## src/pkg/des_pkg.sv

```systemverilog
// package for the dma event status and interrupt mask block
// assumes a single core clock and an apb register bus with 32-bit data
package des_pkg;

    // ------------------------------------------------------------
    // register map, byte addresses
    // ------------------------------------------------------------
    localparam int          DES_ADDR_W       = 8;
    localparam logic [7:0]  DES_OFF_STATUS   = 8'h28;
    localparam logic [7:0]  DES_OFF_MASK     = 8'h2C;
    localparam logic [7:0]  DES_OFF_QCTRL    = 8'h40;
    localparam logic [7:0]  DES_OFF_PENDING  = 8'h44;

    // ------------------------------------------------------------
    // status and mask bit positions
    // ------------------------------------------------------------
    localparam int DES_B_RX_CRC        = 2;
    localparam int DES_B_RX_ABORT      = 3;
    localparam int DES_B_RX_LEN        = 4;
    localparam int DES_B_RX_OVFL       = 5;
    localparam int DES_B_LFQ_READ      = 6;
    localparam int DES_B_LFQ_EMPTY     = 7;
    localparam int DES_B_SFQ_READ      = 8;
    localparam int DES_B_SFQ_EMPTY     = 9;
    localparam int DES_B_RX_DQ_WR      = 10;
    localparam int DES_B_RX_DQ_FULL    = 11;
    localparam int DES_B_TX_UDFL       = 12;
    localparam int DES_B_TX_PQ_READ    = 13;
    localparam int DES_B_TX_DQ_WR      = 14;
    localparam int DES_B_TX_DQ_FULL    = 15;
    localparam logic [15:0] DES_EVT_BITS   = 16'hFFFC;
    localparam logic [15:0] DES_STATUS_RST = 16'h0000;
    localparam logic [15:0] DES_MASK_RST   = 16'h0000;

    // ------------------------------------------------------------
    // queue control register fields
    // ------------------------------------------------------------
    localparam int          DES_QC_TX_THR_LSB = 0;
    localparam int          DES_QC_RX_THR_LSB = 4;
    localparam int          DES_QC_LCFG       = 8;
    localparam int          DES_THR_W         = 3;
    localparam int          DES_CNT_W         = 7;
    localparam logic [2:0]  DES_THR_RST       = 3'h0;

    // ------------------------------------------------------------
    // carriers
    // ------------------------------------------------------------
    typedef struct packed {
        logic tx_done_queue_full_error;
        logic tx_done_queue_written;
        logic tx_pending_queue_read;
        logic tx_fifo_underflow;
        logic rx_done_queue_full_error;
        logic rx_done_queue_written;
        logic small_free_queue_empty_error;
        logic small_free_queue_read;
        logic large_free_queue_empty_error;
        logic large_free_queue_read;
        logic rx_fifo_overflow;
        logic rx_len_over_max;
        logic rx_len_under_min;
        logic rx_len_non_octet;
        logic rx_abort_seen;
        logic rx_crc_error;
    } des_evt_t;

    typedef struct packed {
        logic [DES_CNT_W-1:0] cnt;
    } des_thr_state_t;

    typedef struct packed {
        logic [15:0] mask;
        logic [15:0] status;
        logic [2:0]  tx_thr;
        logic [2:0]  rx_thr;
        logic        lcfg;
        logic [31:0] rdata;
        logic        slverr;
        logic        rd_stat;
    } des_state_t;

    localparam des_state_t DES_STATE_RST = '{
        mask:    DES_MASK_RST,
        status:  DES_STATUS_RST,
        tx_thr:  DES_THR_RST,
        rx_thr:  DES_THR_RST,
        lcfg:    1'b0,
        rdata:   32'h0000_0000,
        slverr:  1'b0,
        rd_stat: 1'b0
    };

endpackage

```

## src/core/des_thresh.sv

```systemverilog
// done-queue write threshold counter
// assumes one write pulse per cycle at most, synchronous to clk_i
module des_thresh
    import des_pkg::*;
#(
    parameter int CNT_W = DES_CNT_W
) (
    input  wire logic             clk_i,
    input  wire logic             rst_n_i,
    input  wire logic [2:0]       thr_i,
    input  wire logic             restart_i,
    input  wire logic             wr_i,
    output logic                  fire_o
);

    // ------------------------------------------------------------
    // state
    // ------------------------------------------------------------
    des_thr_state_t s_r;
    des_thr_state_t s_nxt;
    logic [CNT_W:0] limit;

    // 0 means every write, n means 2**n writes (2 to 128)
    assign limit = (CNT_W+1)'(1) << thr_i;

    always_comb begin
        s_nxt  = s_r;
        fire_o = 1'b0;
        if (restart_i) begin
            // a new threshold starts a fresh count
            s_nxt.cnt = '0;
        end else if (wr_i) begin
            if (thr_i == 3'h0 || {1'b0, s_r.cnt} == limit - (CNT_W+1)'(1)) begin
                fire_o    = 1'b1;
                s_nxt.cnt = '0;
            end else begin
                s_nxt.cnt = s_r.cnt + CNT_W'(1);
            end
        end
    end

    always_ff @(posedge clk_i) begin
        if (!rst_n_i) begin
            s_r <= '0;
        end else begin
            s_r <= s_nxt;
        end
    end

endmodule // des_thresh

```

## src/core/des_top.sv

```systemverilog
// dma event status collector with interrupt mask, apb slave
// assumes event inputs are one-cycle pulses synchronous to clk_i
// and that the apb master keeps to the apb protocol

// Overview of operation
// - rx done queue full write sets bit 11
// - any tx fifo underflow sets bit 12
// - tx pending queue read sets bit 13
// - tx done writes set bit 14 via threshold
// - tx done queue full write sets bit 15
// - status bits clear on read, set by new event
// - unmasked set flag drives host irq, and local irq when lcfg is set
// - mask bits 2..15 match status, 1 unmasks
// - mask bits read/write, reset to zero
// - crc error bit 2, abort bit 3
// - length violation bit 4, rx overflow bit 5
// - free queue reads and empty errors bits 6..9
module des_top
    import des_pkg::*;
#(
    parameter int ADDR_W = DES_ADDR_W
) (
    input  wire logic              clk_i,
    input  wire logic              rst_n_i,
    // apb slave
    input  wire logic              psel_i,
    input  wire logic              penable_i,
    input  wire logic              pwrite_i,
    input  wire logic [ADDR_W-1:0] paddr_i,
    input  wire logic [31:0]       pwdata_i,
    input  wire logic [3:0]        pstrb_i,
    output logic                   pready_o,
    output logic [31:0]            prdata_o,
    output logic                   pslverr_o,
    // events from the dma engines and fifos
    input  wire des_evt_t          evt_i,
    // interrupts
    output logic                   host_bus_irq_n_o,
    output logic                   local_bus_irq_n_o
);

    // ------------------------------------------------------------
    // state and decode
    // ------------------------------------------------------------
    des_state_t  s_r;
    des_state_t  s_nxt;

    logic        setup;
    logic        access;
    logic        wr_acc;
    logic        rd_setup;
    logic        hit_status;
    logic        hit_mask;
    logic        hit_qctrl;
    logic        hit_pending;
    logic        hit_any;
    logic [15:0] wmask;
    logic [15:0] wdata16;
    logic        qctrl_wr;
    logic        rx_dq_fire;
    logic        tx_dq_fire;
    logic [15:0] set_vec;
    logic [15:0] clr_vec;
    logic [15:0] pending;

    assign setup    = psel_i & ~penable_i;
    assign access   = psel_i & penable_i;
    assign wr_acc   = access & pwrite_i;
    assign rd_setup = setup & ~pwrite_i;

    // zero wait states: every access completes in its first access cycle
    assign pready_o = access;

    assign hit_status  = (paddr_i == ADDR_W'(DES_OFF_STATUS));
    assign hit_mask    = (paddr_i == ADDR_W'(DES_OFF_MASK));
    assign hit_qctrl   = (paddr_i == ADDR_W'(DES_OFF_QCTRL));
    assign hit_pending = (paddr_i == ADDR_W'(DES_OFF_PENDING));
    assign hit_any     = hit_status | hit_mask | hit_qctrl | hit_pending;

    // byte lanes 0 and 1 cover the 16-bit registers
    assign wmask   = {{8{pstrb_i[1]}}, {8{pstrb_i[0]}}};
    assign wdata16 = pwdata_i[15:0] & wmask;

    assign qctrl_wr = wr_acc & hit_qctrl;

    // ------------------------------------------------------------
    // done-queue write thresholds
    // ------------------------------------------------------------
    des_thresh #(
        .CNT_W     (DES_CNT_W)
    ) u_rx_thr (
        .clk_i     (clk_i),
        .rst_n_i   (rst_n_i),
        .thr_i     (s_r.rx_thr),
        .restart_i (qctrl_wr),
        .wr_i      (evt_i.rx_done_queue_written),
        .fire_o    (rx_dq_fire)
    );

    des_thresh #(
        .CNT_W     (DES_CNT_W)
    ) u_tx_thr (
        .clk_i     (clk_i),
        .rst_n_i   (rst_n_i),
        .thr_i     (s_r.tx_thr),
        .restart_i (qctrl_wr),
        .wr_i      (evt_i.tx_done_queue_written),
        .fire_o    (tx_dq_fire)
    );

    // ------------------------------------------------------------
    // event set vector
    // ------------------------------------------------------------
    always_comb begin
        set_vec                   = 16'h0000;
        set_vec[DES_B_RX_CRC]     = evt_i.rx_crc_error;
        set_vec[DES_B_RX_ABORT]   = evt_i.rx_abort_seen;
        set_vec[DES_B_RX_LEN]     = evt_i.rx_len_over_max
                                  | evt_i.rx_len_under_min
                                  | evt_i.rx_len_non_octet;
        set_vec[DES_B_RX_OVFL]    = evt_i.rx_fifo_overflow;
        set_vec[DES_B_LFQ_READ]   = evt_i.large_free_queue_read;
        set_vec[DES_B_LFQ_EMPTY]  = evt_i.large_free_queue_empty_error;
        set_vec[DES_B_SFQ_READ]   = evt_i.small_free_queue_read;
        set_vec[DES_B_SFQ_EMPTY]  = evt_i.small_free_queue_empty_error;
        set_vec[DES_B_RX_DQ_WR]   = rx_dq_fire;
        set_vec[DES_B_RX_DQ_FULL] = evt_i.rx_done_queue_full_error;
        set_vec[DES_B_TX_UDFL]    = evt_i.tx_fifo_underflow;
        set_vec[DES_B_TX_PQ_READ] = evt_i.tx_pending_queue_read;
        set_vec[DES_B_TX_DQ_WR]   = tx_dq_fire;
        set_vec[DES_B_TX_DQ_FULL] = evt_i.tx_done_queue_full_error;
    end

    // ------------------------------------------------------------
    // clear vector
    // ------------------------------------------------------------
    // only bits actually returned to software are cleared, so an event
    // landing between setup and access is not lost
    always_comb begin
        clr_vec = 16'h0000;
        if (access & ~pwrite_i & s_r.rd_stat) begin
            clr_vec = s_r.rdata[15:0];
        end
        if (wr_acc & hit_status) begin
            clr_vec = clr_vec | wdata16;
        end
    end

    assign pending = s_r.status & s_r.mask;

    // ------------------------------------------------------------
    // next state
    // ------------------------------------------------------------
    always_comb begin
        s_nxt = s_r;

        // set wins over clear in the same cycle
        s_nxt.status = ((s_r.status & ~clr_vec) | set_vec) & DES_EVT_BITS;

        if (wr_acc & hit_mask) begin
            // bits 1 and 0 are unused and stay zero
            s_nxt.mask = ((s_r.mask & ~wmask) | wdata16) & DES_EVT_BITS;
        end

        if (qctrl_wr) begin
            if (pstrb_i[0]) begin
                s_nxt.tx_thr = pwdata_i[DES_QC_TX_THR_LSB +: DES_THR_W];
                s_nxt.rx_thr = pwdata_i[DES_QC_RX_THR_LSB +: DES_THR_W];
            end
            if (pstrb_i[1]) begin
                s_nxt.lcfg = pwdata_i[DES_QC_LCFG];
            end
        end

        if (setup) begin
            s_nxt.slverr  = ~hit_any;
            s_nxt.rd_stat = rd_setup & hit_status;
            s_nxt.rdata   = 32'h0000_0000;
            if (rd_setup) begin
                case (1'b1)
                    hit_status: begin
                        s_nxt.rdata[15:0] = s_r.status;
                    end
                    hit_mask: begin
                        s_nxt.rdata[15:0] = s_r.mask;
                    end
                    hit_qctrl: begin
                        s_nxt.rdata[DES_QC_TX_THR_LSB +: DES_THR_W] = s_r.tx_thr;
                        s_nxt.rdata[DES_QC_RX_THR_LSB +: DES_THR_W] = s_r.rx_thr;
                        s_nxt.rdata[DES_QC_LCFG]                    = s_r.lcfg;
                    end
                    hit_pending: begin
                        s_nxt.rdata[15:0] = pending;
                    end
                    default: begin
                        s_nxt.rdata = 32'h0000_0000;
                    end
                endcase
            end
        end else if (access) begin
            // one read clears once only
            s_nxt.rd_stat = 1'b0;
        end
    end

    // ------------------------------------------------------------
    // registers
    // ------------------------------------------------------------
    always_ff @(posedge clk_i) begin
        if (!rst_n_i) begin
            s_r <= DES_STATE_RST;
        end else begin
            s_r <= s_nxt;
        end
    end

    // ------------------------------------------------------------
    // outputs
    // ------------------------------------------------------------
    assign prdata_o  = s_r.rdata;
    assign pslverr_o = s_r.slverr & access;

    // level outputs, combinational from the status, mask and lcfg registers, active low
    assign host_bus_irq_n_o  = ~(|pending);
    assign local_bus_irq_n_o = ~((|pending) & s_r.lcfg);

endmodule // des_top

```

## config.mk

```make
export PLATFORM = sky130hd
export DESIGN_NAME = des_top
export DESIGN_NICKNAME = d
export VERILOG_FILES = /design/src/pkg/des_pkg.sv /design/src/core/des_thresh.sv /design/src/core/des_top.sv
export SDC_FILE = /design/constraint.sdc
export NUM_CORES = 1
export LEC_CHECK = 0
export ABC_CLOCK_PERIOD_IN_PS = 5800
export BUFFER_PORTS_ARGS = -buffer_cell sky130_fd_sc_hd__clkbuf_2
export CAP_MARGIN = 30
export CELL_PAD_IN_SITES_DETAIL_PLACEMENT = 2
export CELL_PAD_IN_SITES_GLOBAL_PLACEMENT = 2
export CORE_MARGIN = 4
export CORE_UTILIZATION = 32
export CTS_CLUSTER_SIZE = 25
export DETAILED_ROUTE_END_ITERATION = 16
export GPL_TIMING_DRIVEN = 0
export PLACE_DENSITY = 0.87
export SYNTH_ARGS = -nofsm -noshare
export SYNTH_HDL_FRONTEND = slang
export SYNTH_SLANG_ARGS = --single-unit
```

## constraint.sdc

```tcl
create_clock -name clk_i -period 5.8 [get_ports clk_i]
set_input_delay 0.29 -clock clk_i [delete_from_list [all_inputs] [get_ports clk_i]]
set_output_delay 0.29 -clock clk_i [all_outputs]
set_load 0.01 [all_outputs]
```

After elaboration in Yosys (flattened, before gate mapping):

Cells that the tools add are included.

* add/sub/neg operators: 4
* eq/ne operators: 6
* shifts and indexed selects: 2
* mux-type cells: 37
* bitwise logic cells: 32
* reduce and logical (&&, ||, !) cells: 9

Operators with widths (count)
* AND 16 bit: 4
* two-way mux 16 bit: 3
* OR 16 bit: 3
* two-way mux 7 bit: 6
* inverter 16 bit: 2
* two-way mux 3 bit: 8
* two-way mux 1 bit: 20
* equality test 7 x 8 -> 1 bit: 2
* equality test 8 x 6 -> 1 bit (second input constant): 2
* equality test 8 x 7 -> 1 bit (second input constant): 2
* OR reduction 16 bit: 1
* << shifter 1 x 3 -> 8 bit (first input constant): 2
* subtractor 8 x 1 -> 8 bit (second input constant): 2
* adder 7 x 1 -> 7 bit (second input constant): 2
* AND 1 bit: 12
* zero test 3 bit: 2
* inverter 1 bit: 6
* OR 1 bit: 5
* AND reduction 2 bit: 2
* logical OR 1 bit: 2
* nonzero test 2 bit: 1
* OR reduction 2 bit: 1

* bits in registers: 85
* bits of input ports: 65
* output and inout port bits: 36

Longest topological paths before layout:

* word-level depth: 9
* gate-level depth with buffers: 10
* mapped depth without buffers: 8

Modules after synthesis:

Synthesis repeated with hierarchy kept, for this count alone.

* cells, all modules: 463
* area total of the unflattened synthesis: 3981.3 µm²

By module, submodules not included
* des_top: instances 1, cells each 323, area each 2742.6 µm², sequential area each 1061.0 µm²
* des_thresh: instances 2, cells each 70, area each 619.3 µm², sequential area each 140.1 µm²

Worst setup path before layout:

Ideal clock, no wire load.

* path kind: register to register
* start point: register s_r[39] in the netlist's numbering
* end point: register u_tx_thr.s_r[2] in the netlist's numbering
* arrival time: 2.431 ns
* path slack: 3.255 ns
* stages on the path, launching flop included: 10
* cell sequence: dfxtp_1 clkbuf_1 or3_1 ha_1 clkbuf_1 and2_1 a221o_1 o21ai_1 a31oi_2 a2111oi_0

* cells in the longest elaborated chain, start to end: 5
* elaborated cells on any way between the ends: 6
* classes of those cells: add/sub: 1; eq/ne: 1; shift: 1; mux: 1; reduce/logical: 2

Ends and longest elaborated chain
* start, declared: RTL line des_top.sv:45 `des_state_t s_r;`
* start signal, assigned: RTL line des_top.sv:213 `s_r <= s_nxt;`
* << shifter 1 x 3 -> 8 bit: RTL line des_thresh.sv:24 `assign limit = (CNT_W+1)'(1) << thr_i;`
* subtractor 8 x 1 -> 8 bit: RTL line des_thresh.sv:33 `if (thr_i == 3'h0 || {1'b0, s_r.cnt} == limit - (CNT_W+1)'(1)) begin`
* equality test 7 x 8 -> 1 bit: RTL line des_thresh.sv:33
* logical OR 1 bit (*): RTL line des_thresh.sv:33
* two-way mux 7 bit (*): RTL line des_thresh.sv:33
* end signal, assigned: RTL line des_thresh.sv:46 `s_r <= s_nxt;`
* end, declared: RTL line des_thresh.sv:19 `des_thr_state_t s_r;`

Every way passes the cells marked *; elsewhere a longest branch is shown, timed or not.
A chain may end at the register's enable or synchronous reset.

Final worst setup path:

Ends and elaborated chain as after synthesis.

==> results.yml <==
floorplanning:
  core_sq_um: 11500
  fp.dieW_um: 117
  ios: 101
  rows: 39
  dieHeight_um: 117
  start_util: 0.331
  die_area_sq_um: 13700
setup_path:
  critical_path.slowest_cell: "a31oi_2"
  required_ps: 5970
  cp_top_family: "compound AO/OA/AOI/OAI gates"
  timing.critical_path.arrival_ps: 3160
  slowest_delay_ps: 420
  crit_top_cell: "clkbuf_1"
  critical_path.max_fanout: 10
  crit_buf_inv: 2
  cp-end-kind: "flip-flop"
  critPathKind: "reg -> reg"
  crit_chain: "clkbuf_1 > or3_1 > ha_1 > clkbuf_1 > or3b_1 > a211oi_1 > a21oi_1 > a31oi_2 > a2111oi_0"
  startpoint_type: "flip-flop"
power_and_ir_drop:
  p_int_uw: 793
  seqPwrFrac: 0.450
  p_switching_uw: 263
  power_frac_comb: 0.083
  p_sw_frac: 0.249
  pwr-share-clk: 0.467
  power_density_nw_per_um2: 229
  peakVddDrop_uv: 110
  p_leak_nw: 1.79
  power_mw: 1.06
sta:
  worstMarginPinSlew_ps: 907
  setup_tns_ps: 0
  fin_skew_ps: 4.89
  fmax_mhz: 335
  period_share: 0.515
  hold_viol: 0
  min_period_ps: 2980
  rsz0062_at_grt: "no"
  maxSlewHeadroom: 0.390
  finalMaxSlewViolations: 0
  finalSetupViolations: 0
layout:
  final_nets: 630
  syn_to_final_growth_pct: 21.3
  fillCellCount: 1342
  insertedDiodeCount: 0
  drive_gt1_frac: 0.208
clocking:
  post_cts_buffers: 0
  cts-buffers-inserted: 9
  cts_tree: "built"
  clk-insertion-delay-late_ps: 330
  clock_path_buffers: 2
  cts_sinks: 67
  clockRootBuffer: "clkbuf_16"
  hold_buffers: 0
  ctsResizeCount: 0
  path_clk_slew_ps: 60
  htreeDepth: 3
detailed_routing:
  drtIter0Drc: 199
  dr.pass1.iters: 4
  drt-total-wl_mm: 14.2
  final_antenna_net_count: 0
  drc: 0
  wire_per_inst_um: 20.0
  num_vias: 3873
  vias_per_cell: 5.46
grt:
  grt_pass1_vias: 4286
  grt_max_degree: 11
  grt_pass1_wl_mm: 22.4
  grt_use_total: 0.214
  antenna_found_initial: 0
  grt_overflow_total: 0
synth:
  synth-warning-count: 0
  synth-edff-count: 0
  synth_seq_cells: 67
  ys_types: 58
  synth_flop_cell: "dfxtp_1"
  synthCells: 471
  netlist_area_sq_um: 3810
  ys_async_sr_fraction: 0
  ys_seq_area_frac: 0.352
  avgSynthCellArea_sq_um: 8.09
min_path:
  hold_class: "in -> reg"
status:
  outcome: "finished clean"
placed_design:
  hpwl_mm: 10.4
  port_buffers: 64
  gp_congestion: 0.789
job:
  cap_violations: 0
-- kinds of logic (layout without fill, tap and decap cells) --
family	count (synthesis)	after routing	share of synthesized area
compound gates	137	137	0.245
xor+xnor	14	14	0.0322
fa+ha+maj	4	4	0.0131
buf+inv	67	147	0.0982
flops	67	67	0.352
mux	7	7	0.0187
other cells	1	16	0.000984
simple gates	174	174	0.240
-- final cells by class --
| type | instances | area [sq um] | area share |
|---|---|---|---|
| clock inverter | 2 | 12.5 | 0.00271 |
| buffer | 61 | 352 | 0.0761 |
| tap | 143 | 179 | 0.0387 |
| sequential | 67 | 1340 | 0.290 |
| inverter | 6 | 22.5 | 0.00487 |
| timing repair buffer | 64 | 320 | 0.0693 |
| clock buffer | 14 | 244 | 0.0528 |
| multi-input combinational | 352 | 2150 | 0.465 |
-- power by group through the flow --
| stage | clock network, mW | registers [mW] | logic, mW |
|---|---|---|---|
| finish | 0.494 | 0.475 | 0.0877 |
| global route | 0.524 | 0.476 | 0.0964 |
| CTS | 0.504 | 0.475 | 0.0876 |
| detailed placement | 0 | 0.485 | 0.0863 |
| global placement | 0 | 0.484 | 0.0830 |
| floorplan | 0 | 0.482 | 0.0479 |
-- cells in the mapped netlist, drive strengths merged, types with 7 or more instances --
cell	instances	area [sq um]
nand2	73	274
dfxtp	67	1340
buf	35	254
a21oi	28	140
clkbuf	26	97.6
a21boi	25	188
o21ai	24	120
nor2	17	71.3
o21a	15	113
nor2b	13	81.3
nand3	11	55.1
nor3	9	45.0
o221ai	9	78.8
a22oi	8	60.1
xnor2	8	70.1
nand4	7	43.8
-- layout by cell type (no fill, tap or decap), types with 9 or more instances in the layout --
cell | synthesis | final
a21boi_1 | 15 | 15
nand2_1 | 73 | 73
nor2b_1 | 13 | 13
nor2_1 | 16 | 16
o221ai_1 | 9 | 9
nor3_1 | 9 | 9
a21oi_1 | 28 | 28
clkbuf_16 | 0 | 9
dfxtp_1 | 67 | 67
o21a_1 | 15 | 15
nand3_1 | 11 | 11
conb_1 | 1 | 16
o21ai_0 | 20 | 20
clkbuf_2 | 0 | 64
a21boi_0 | 10 | 10
buf_4 | 32 | 32
clkbuf_1 | 26 | 31
-- routing by layer --
metal  up-vias  share of wire  track usage
li1       1837              -            -
met2        81           0.53        0.400
met4         0          0.017       0.0596
met3        20          0.033       0.0329
met1      1935           0.42        0.252
met5         -              0            0
-- through the flow --
stage               area (sq um)  utilization  hold slack, ps  setup WS, ps  cells
floorplan                   3870            -             414          3260    486
global placement            4370        0.379             452          3000    693
detailed placement          4370        0.379             472          2830    693
CTS                         4620        0.401             154          2780    709
global route                4620        0.401             165          2480    709
finish                      4620        0.401             163          2820    709
-- worst paths after layout --
path	startpoint	slack, ps	end	cells past startpoint
setup / recovery	s_r[39]	2820	u_tx_thr.s_r[2]	9
hold / removal	evt_i[1]	160	s_r[44]	2
setup reg to reg	s_r[39]	2820	u_tx_thr.s_r[2]	9
hold reg to reg	prdata_o[15]	480	prdata_o[15]	2
Power figures use the tool's default switching activity.
